File: config.mk
export PLATFORM = sky130hd
export DESIGN_NAME = sync_conditioning_video_source
export DESIGN_NICKNAME = d
export VERILOG_FILES = /design/src/include/sync_video_pkg.sv /design/src/include/pixel_fifo_if.sv /design/src/rtl/pixel_fifo.sv /design/src/rtl/sync_conditioning_video_source.sv
export SDC_FILE = /design/constraint.sdc
export NUM_CORES = 1
export LEC_CHECK = 0
export ABC_AREA = 1
export BUFFER_PORTS_ARGS = -buffer_cell sky130_fd_sc_hd__buf_2
export CORE_UTILIZATION = 45
export DETAILED_ROUTE_END_ITERATION = 10
export PLACE_DENSITY = 0.74
export SYNTH_ARGS = -nofsm -noshare
export SYNTH_HDL_FRONTEND = slang
export SYNTH_SLANG_ARGS = --single-unit
File: constraint.sdc
create_clock -name clock -period 3.7 [get_ports clock]
set_clock_uncertainty 0.05 [all_clocks]
set_input_delay 0.74 -clock clock [delete_from_list [all_inputs] [get_ports clock]]
set_output_delay 0.74 -clock clock [all_outputs]
set_load 0.01 [all_outputs]
File: src/include/sync_video_pkg.sv
// Operation
// (RULE_01) Optional programmed delay before acting on sync
// (RULE_02) Sync registered on selectable rising/falling edge
// (RULE_03) Genlock runs only while enabled
// (RULE_04) Genlock always applies programmed delay
// (RULE_05) Optional programmed delay in integrate-then-read
// (RULE_06) Video clock from master or genlock
// (RULE_07) Video from sensor, ramp or constant
// (RULE_08) External sync honoured only in integrate-then-read
// (RULE_09) Ramp steps per pixel; constant is programmed
package sync_video_pkg;

    // Clock and delay arithmetic
    localparam int CLOCK_PERIOD_NS = 20;
    localparam int NS_PER_US       = 1000;
    localparam int DELAY_US_W      = 16;
    localparam int COUNT_W         = 22;
    localparam int STEP            = 1;
    localparam logic [COUNT_W-1:0] CYCLES_PER_US = COUNT_W'(NS_PER_US / CLOCK_PERIOD_NS);
    localparam logic [COUNT_W-1:0] COUNT_ZERO    = '0;
    localparam logic [COUNT_W-1:0] COUNT_ONE     = COUNT_W'(STEP);

    // Video path sizing
    localparam int PIXEL_W    = 14;
    localparam int FIFO_DEPTH = 32;
    localparam int VIDEO_DIV  = 2;

    // Video source select codes; 2'b11 has no name and selects the constant like SRC_CONSTANT
    typedef enum logic [1:0]
    {
        SRC_SENSOR   = 2'b00,
        SRC_RAMP     = 2'b01,
        SRC_CONSTANT = 2'b10
    } source_t;

    // External sync sequencer states
    typedef enum logic [1:0]
    {
        EXT_IDLE  = 2'b00,
        EXT_WAIT  = 2'b01,
        READ_WAIT = 2'b10
    } ext_state_t;

    // Microseconds to clock cycles
    function automatic logic [COUNT_W-1:0] us_to_cycles(input logic [DELAY_US_W-1:0] us);
        return COUNT_W'(us) * CYCLES_PER_US;
    endfunction

endpackage

File: src/include/pixel_fifo_if.sv
`timescale 1ns/1ps
// Pixel stream between the source mux and the buffer
interface pixel_fifo_if #(parameter int WIDTH = 14);
    logic [WIDTH-1:0] wdata;
    logic             wvalid;
    logic             wready;
    logic [WIDTH-1:0] rdata;
    logic             rvalid;
    logic             rready;

    // Filling side
    modport source (output wdata, output wvalid, input wready);
    // Buffer itself
    modport store (input wdata, input wvalid, input rready, output wready, output rdata, output rvalid);
    // Draining side
    modport drain (input rdata, input rvalid, output rready);
endinterface

File: src/rtl/pixel_fifo.sv
`timescale 1ns/1ps
module pixel_fifo
#(
    parameter int WIDTH = 14,
    parameter int DEPTH = 32
)
(
    // Clock and reset
    input wire logic   clock,
    input wire logic   srst,
    // Stream
    pixel_fifo_if.store bus
);
    localparam int PTR_W = $clog2(DEPTH);
    localparam logic [PTR_W-1:0] PTR_ONE  = PTR_W'(1);
    localparam logic [PTR_W:0]   CNT_ONE  = (PTR_W+1)'(1);
    localparam logic [PTR_W:0]   CNT_FULL = (PTR_W+1)'(DEPTH);

    typedef struct packed {
        logic [DEPTH-1:0][WIDTH-1:0] mem;
        logic [PTR_W-1:0]            wr_ptr;
        logic [PTR_W-1:0]            rd_ptr;
        logic [PTR_W:0]              count;
        logic [WIDTH-1:0]            rdata;
        logic                        rvalid;
    } fifo_state_t;

    fifo_state_t state;
    fifo_state_t next_state;
    logic        push;
    logic        load;
    logic        pop;
    logic        store;

    // Handshake and registered head word
    assign bus.wready = (state.count != CNT_FULL);
    assign bus.rdata  = state.rdata;
    assign bus.rvalid = state.rvalid;

    // Output stage refills from memory, or bypasses when memory is empty
    always_comb
    begin
        next_state = state;
        push  = bus.wvalid && bus.wready;
        load  = !state.rvalid || bus.rready;
        pop   = load && (state.count != '0);
        store = push && (!load || pop);
        if (load)
        begin
            next_state.rvalid = pop || push;
        end
        if (pop)
        begin
            next_state.rdata  = state.mem[state.rd_ptr];
            next_state.rd_ptr = state.rd_ptr + PTR_ONE;
        end
        else if (load && push)
        begin
            next_state.rdata = bus.wdata;
        end
        if (store)
        begin
            next_state.mem[state.wr_ptr] = bus.wdata;
            next_state.wr_ptr = state.wr_ptr + PTR_ONE;
        end
        if (store && !pop)
        begin
            next_state.count = state.count + CNT_ONE;
        end
        else if (!store && pop)
        begin
            next_state.count = state.count - CNT_ONE;
        end
    end

    // State register
    always_ff @(posedge clock)
    begin
        if (srst)
        begin
            state <= '0;
        end
        else
        begin
            state <= next_state;
        end
    end
endmodule

File: src/rtl/sync_conditioning_video_source.sv
`timescale 1ns/1ps
module sync_conditioning_video_source
    import sync_video_pkg::*;
#(
    parameter int PIXEL_WIDTH  = PIXEL_W,
    parameter int BUFFER_DEPTH = FIFO_DEPTH,
    parameter int MASTER_DIV   = VIDEO_DIV
)
(
    // Clock and reset
    input  wire logic                   clock,
    input  wire logic                   srst,
    // Sync pins
    input  wire logic                   sync_in,
    input  wire logic                   genlock_in,
    // External sync controls
    input  wire logic                   ext_sync_delay_enable,
    input  wire logic                   ext_sync_rising_edge,
    input  wire logic [DELAY_US_W-1:0]  ext_sync_delay_us,
    // Integration controls
    input  wire logic                   integrate_then_read,
    input  wire logic                   read_delay_enable,
    input  wire logic [DELAY_US_W-1:0]  read_delay_us,
    // Genlock controls
    input  wire logic                   genlock_enable,
    input  wire logic [DELAY_US_W-1:0]  genlock_delay_us,
    // Video controls
    input  wire logic                   display_clock_genlock,
    input  wire logic [1:0]             video_source,
    input  wire logic [PIXEL_WIDTH-1:0] constant_value,
    // Sensor array pixels
    input  wire logic                   sensor_array_valid,
    input  wire logic [PIXEL_WIDTH-1:0] sensor_array_data,
    output wire logic                   sensor_array_ready,
    // Video output
    output wire logic                   video_valid,
    output wire logic [PIXEL_WIDTH-1:0] video_data,
    input  wire logic                   video_ready,
    // Sync actions and status
    output wire logic                   ext_sync_act,
    output wire logic                   read_start,
    output wire logic                   genlock_act,
    output wire logic                   video_clock_strobe,
    output wire logic                   ext_sync_pending,
    output wire logic                   genlock_pending
);
    localparam int DIV_W = (MASTER_DIV > 2) ? $clog2(MASTER_DIV) : 1;
    localparam logic [DIV_W-1:0]       DIV_LAST = DIV_W'(MASTER_DIV - STEP);
    localparam logic [DIV_W-1:0]       DIV_ONE  = DIV_W'(STEP);
    localparam logic [PIXEL_WIDTH-1:0] RAMP_ONE = PIXEL_WIDTH'(STEP);

    typedef struct packed {
        ext_state_t             ext_state;
        logic [COUNT_W-1:0]     ext_count;
        logic                   gl_busy;
        logic [COUNT_W-1:0]     gl_count;
        logic                   sync_prev;
        logic                   gl_prev;
        logic [PIXEL_WIDTH-1:0] ramp;
        logic [DIV_W-1:0]       div_count;
        logic                   ext_act;
        logic                   read_act;
        logic                   gl_act;
        logic                   strobe;
    } state_t;

    state_t                 state;
    state_t                 next_state;
    logic                   sync_edge;
    logic                   gl_edge;
    logic                   ext_fire;
    logic                   master_tick;
    logic                   push;
    logic [PIXEL_WIDTH-1:0] pixel_mux;
    logic [COUNT_W-1:0]     ext_cycles;
    logic [COUNT_W-1:0]     read_cycles;
    logic [COUNT_W-1:0]     gl_cycles;

    pixel_fifo_if #(.WIDTH(PIXEL_WIDTH)) fifo ();

    // Buffer in the video path
    pixel_fifo #(
        .WIDTH (PIXEL_WIDTH),
        .DEPTH (BUFFER_DEPTH)
    ) u_buffer (
        .clock (clock),
        .srst  (srst),
        .bus   (fifo)
    );

    // Programmed delays in cycles
    assign ext_cycles = us_to_cycles(ext_sync_delay_us);
    assign read_cycles = us_to_cycles(read_delay_us);
    assign gl_cycles  = us_to_cycles(genlock_delay_us);

    // Stream hookup; sensor pixels pace every source
    assign push               = sensor_array_valid && fifo.wready;
    assign fifo.wvalid        = sensor_array_valid;
    assign fifo.wdata         = pixel_mux;
    assign sensor_array_ready = fifo.wready;
    assign fifo.rready        = video_ready;
    assign video_valid        = fifo.rvalid;
    assign video_data         = fifo.rdata;

    // Registered outputs
    assign ext_sync_act       = state.ext_act;
    assign read_start         = state.read_act;
    assign genlock_act        = state.gl_act;
    assign video_clock_strobe = state.strobe;
    assign ext_sync_pending   = (state.ext_state != EXT_IDLE);
    assign genlock_pending    = state.gl_busy;

    // Source multiplexer
    always_comb
    begin
        unique case (source_t'(video_source))
            SRC_SENSOR: pixel_mux = sensor_array_data; // [RULE_07]
            SRC_RAMP:   pixel_mux = state.ramp;        // [RULE_07]
            default:    pixel_mux = constant_value;    // [RULE_07] [RULE_09]
        endcase
    end

    // Next-state logic
    always_comb
    begin
        next_state           = state;
        next_state.sync_prev = sync_in;
        next_state.gl_prev   = genlock_in;
        next_state.ext_act   = 1'b0;
        next_state.read_act  = 1'b0;
        next_state.gl_act    = 1'b0;
        ext_fire             = 1'b0;
        gl_edge              = genlock_in && !state.gl_prev;
        // Edge chosen by polarity
        sync_edge = ext_sync_rising_edge ? (sync_in && !state.sync_prev)
                                         : (!sync_in && state.sync_prev); // [RULE_02]

        // External sync sequencer, dropped outside integrate-then-read
        if (!integrate_then_read)
        begin
            next_state.ext_state = EXT_IDLE; // [RULE_08]
        end
        else
        begin
            unique case (state.ext_state)
                EXT_IDLE:
                begin
                    if (sync_edge && ext_sync_delay_enable)
                    begin
                        next_state.ext_state = EXT_WAIT; // [RULE_01]
                        next_state.ext_count = ext_cycles;
                    end
                    else if (sync_edge)
                    begin
                        ext_fire = 1'b1; // [RULE_01]
                    end
                end
                EXT_WAIT:
                begin
                    if (state.ext_count == COUNT_ZERO)
                    begin
                        ext_fire = 1'b1;
                    end
                    else
                    begin
                        next_state.ext_count = state.ext_count - COUNT_ONE; // [RULE_01]
                    end
                end
                READ_WAIT:
                begin
                    if (state.ext_count == COUNT_ZERO)
                    begin
                        next_state.read_act  = 1'b1; // [RULE_05]
                        next_state.ext_state = EXT_IDLE;
                    end
                    else
                    begin
                        next_state.ext_count = state.ext_count - COUNT_ONE;
                    end
                end
                default:
                begin
                    next_state.ext_state = EXT_IDLE;
                end
            endcase
            // Act on sync, then optional integrate-then-read delay
            if (ext_fire)
            begin
                next_state.ext_act = 1'b1;
                if (read_delay_enable)
                begin
                    next_state.ext_state = READ_WAIT; // [RULE_05]
                    next_state.ext_count = read_cycles;
                end
                else
                begin
                    next_state.ext_state = EXT_IDLE;
                    next_state.read_act  = 1'b1; // [RULE_05]
                end
            end
        end

        // Genlock path; delay is never bypassed
        if (!genlock_enable)
        begin
            next_state.gl_busy = 1'b0; // [RULE_03]
        end
        else if (!state.gl_busy)
        begin
            if (gl_edge)
            begin
                next_state.gl_busy  = 1'b1; // [RULE_04]
                next_state.gl_count = gl_cycles;
            end
        end
        else if (state.gl_count == COUNT_ZERO)
        begin
            next_state.gl_act  = 1'b1; // [RULE_04]
            next_state.gl_busy = 1'b0;
        end
        else
        begin
            next_state.gl_count = state.gl_count - COUNT_ONE;
        end

        // Display clock source
        master_tick          = (state.div_count == DIV_LAST);
        next_state.div_count = master_tick ? '0 : state.div_count + DIV_ONE;
        next_state.strobe    = display_clock_genlock ? gl_edge : master_tick; // [RULE_06]

        // Ramp advances one count per ramp pixel, wrapping
        if (push && source_t'(video_source) == SRC_RAMP)
        begin
            next_state.ramp = state.ramp + RAMP_ONE; // [RULE_09]
        end
    end

    // State register
    always_ff @(posedge clock)
    begin
        if (srst)
        begin
            state <= '0;
        end
        else
        begin
            state <= next_state;
        end
    end
endmodule
==> qor.txt <==
Seq cells post-synth: 547
R2R Path Start: u_buffer.state[22]
Leak pwr: 0.0136 uW
DRT Pass-1 Iters: 6
Drt total wl: 90.5 mm
Worst Hold Depth: 2
Post-synth EDFFs: 0
HPWL after DPL: 59.0 mm
Most used cell along the critical path: nand2_1
Data required, critical path: 4.21 ns
Die height: 265 um
Share of cells above drive strength 1: 9.81%
HP Start: display_clock_genlock
CP Class: primary input to flip-flop
CTS Hold Bufs: 0
Overflow after GRT: 0
Initial Util: 45.5%
Part of the cycle the worst path needs: 87.5%
Critical-path cell list: buf_2 > ha_1 > ha_1 > inv_1 > fa_1 > inv_1 > ha_1 > nand2_1 > inv_1 > a21oi_1 > o21ai_0 > nand3_1 > nand3b_1 > nand3_1 > nand2_1 > nand2_1 > nand2_1 > nand2_1 > a21oi_1
Post-synthesis async set-or-reset flop share: 0%
Largest net degree at the start of global routing: 153
All-layer global routing usage: 25.2%
Core box area: 0.0686 mm2
Fin crit period: 3.24 ns
Slew Limit Fails: 0
Die ar.: 0.0704 mm2
PwrDens: 579 mW/mm2
Vias in the first global route: 26.9k
Startpoint Class: primary input
Mapped Nets: 4709
Post-cts sizing count: 0
Status: complete, no violations
Area of the mapped netlist: 0.0312 mm2
Seq/Total Area, Yosys: 35.1%
Critical Path Start: ext_sync_delay_us[4]
Worst Path Max Fanout: 4
Mapped Cells: 4413
Slowest CP cell: fa_1
Initial antenna violation count: 2
CTS root buf: clkbuf_16
DRC violations left: 0
Max Root-Sink Buffers: 3
Port Buffers: 111
First-pass GRT wire length: 144 mm
Clock-pin transition on the worst setup and hold timing paths: 0.06 ns
I/O pin cnt: 112
Top_reg_cell synth: dfxtp_1
DRT iter0 DRCs: 2948
Worst-Skew Late Latency: 0.64 ns
Placed inst area: 0.0326 mm2
NumNets Final: 4693
RSZ-0062 raised after global routing: false
VDD IR-drop max: 0.437 mV
Via-to-Cell Ratio: 5.47
Crit. End Element: flip-flop
Worst-case reg-to-reg path depth: 9
Vias post-DR: 29.4k
Die W: 265 um
Gpl congestion: 0.967
Hold endpoint: video_clock_strobe
FF-to-FF setup slack: 0.59 ns
Critical path arrival: 3.75 ns
CTS tree: done
Fin. Hold Viols: 0
Routed WL per cell: 16.8 um
Fin util: 50.5%
Count of different cell masters after synthesis: 60
ANT nets after route: 0
Fmax: 0.309 GHz
Worst slew pin tran: 1.24 ns
Design Area, Final: 0.0346 mm2
Worst stage delay on the critical path: 0.49 ns
Synthesized area per cell: 7.07 um2
Area grow syn2layout: 11.1%
Max_cap viols: 0
RR Endpoint: u_buffer.bus.rdata[3]
Final setup violating endpoints: 0
CTS H-tree lvls: 2
CTS sink cnt: 547
Rel. slew slack: 17.4%
Site row count: 96
HP Class: primary input to flip-flop
Post-CTS setup buffer count: 0
Yosys warnings: 0
Total CTS buffers: 59
==> placed cells by master, fill, tap and decap left out, types with 61 or more instances in the layout <==
master and count:
ha_1 172, nand2_1 469, clkbuf_16 61, nor2_1 197
o21ai_0 649, dfxtp_1 545, a21oi_1 763, buf_4 127
nand3_1 307, inv_1 599, buf_2 110
==> final cells by class <==
cell class | instances | area [um2]
clock buffers | 74 | 1640
repair buffers | 246 | 1680
inverters | 614 | 2320
flip-flops and latches | 547 | 11000
multi-input cells | 2929 | 16500
diodes | 1 | 2.50
well taps | 931 | 1160
fillers | 6598 | 33900
clock inverters | 36 | 407
==> flip-flops by register name, summed over array words and instances, names as in the netlist <==
signal               flops
master_tick              1
ext_sync_act             1
genlock_pending          1
u_buffer.bus.rvalid      1
u_buffer.bus.rdata      14
state                   62
u_buffer.state         464
genlock_act              1
read_start               1
video_clock_strobe       1
==> through the flow <==
step / instances / setup slack, ns / hold WS (ns) / TNS, ns / power, uW
floorplan: 4413 / 0.151 / 0.337 / 0 / 11500
global placement: 5267 / -0.112 / 0.343 / -0.461 / 13800
detailed placement: 5267 / -0.162 / 0.346 / -1.28 / 13800
CTS: 5377 / 0.489 / 0.232 / 0 / 20000
global route: 5377 / 0.0600 / 0.278 / 0 / 21100
finish: 5378 / 0.464 / 0.259 / 0 / 20100
==> critical path, delay by kind of cell <==
family	cells	cell delay [ns]
AOI/OAI and AO/OA	3	0.61
adders and majority gates	4	1.38
buffers and inverters	4	0.26
and+or+nand+nor	8	0.77
==> cells by family (layout without fill, tap and decap cells) <==
family	after synthesis	in the layout	synth area share [%]
other	0	1	0
buffers and inverters	937	970	12.2
AND/OR/NAND/NOR	1103	1103	16.1
adder cells (fa/ha/maj)	206	206	9.08
AO/OA/AOI/OAI	1590	1590	26.6
XOR/XNOR	30	30	0.842
flip-flops	547	547	35.1
==> cells in the mapped netlist (32+ instances only) <==
cell type	n	area share, %
a21oi_1	763	12
o21ai_0	655	11
inv_1	601	7.2
dfxtp_1	547	35
nand2_1	469	5.6
nand3_1	307	4.9
nor2_1	197	2.4
clkbuf_1	183	2.2
ha_1	172	6.9
buf_2	73	1.2
buf_4	36	0.87
nand4_1	35	0.70
fa_1	34	2.2
o21ai_1	32	0.51
==> layer usage <==
layer	wire length [um]	track usage [%]
met1	39500	33.3
met2	41300	40.7
met3	5860	3.06
met4	3850	11.8
met5	27	0
==> worst max-delay path by stage <==
| stage | cells past startpoint | endpoint | slack [ns] |
|---|---|---|---|
| after detailed placement | 18 | state[58] | -0.16 |
| after CTS | 19 | state[58] | 0.49 |
| after global routing | 19 | state[58] | 0.06 |
| final | 19 | state[58] | 0.46 |
| after floorplan | 15 | state[38] | 0.15 |
| after global placement | 20 | state[58] | -0.11 |
==> power by group <==
part | total [uW] | internal (uW) | switching, uW
logic | 7430 | 2410 | 5020
clock network | 6180 | 3580 | 2610
registers | 6460 | 6190 | 268
Power figures use the tool's default switching activity.
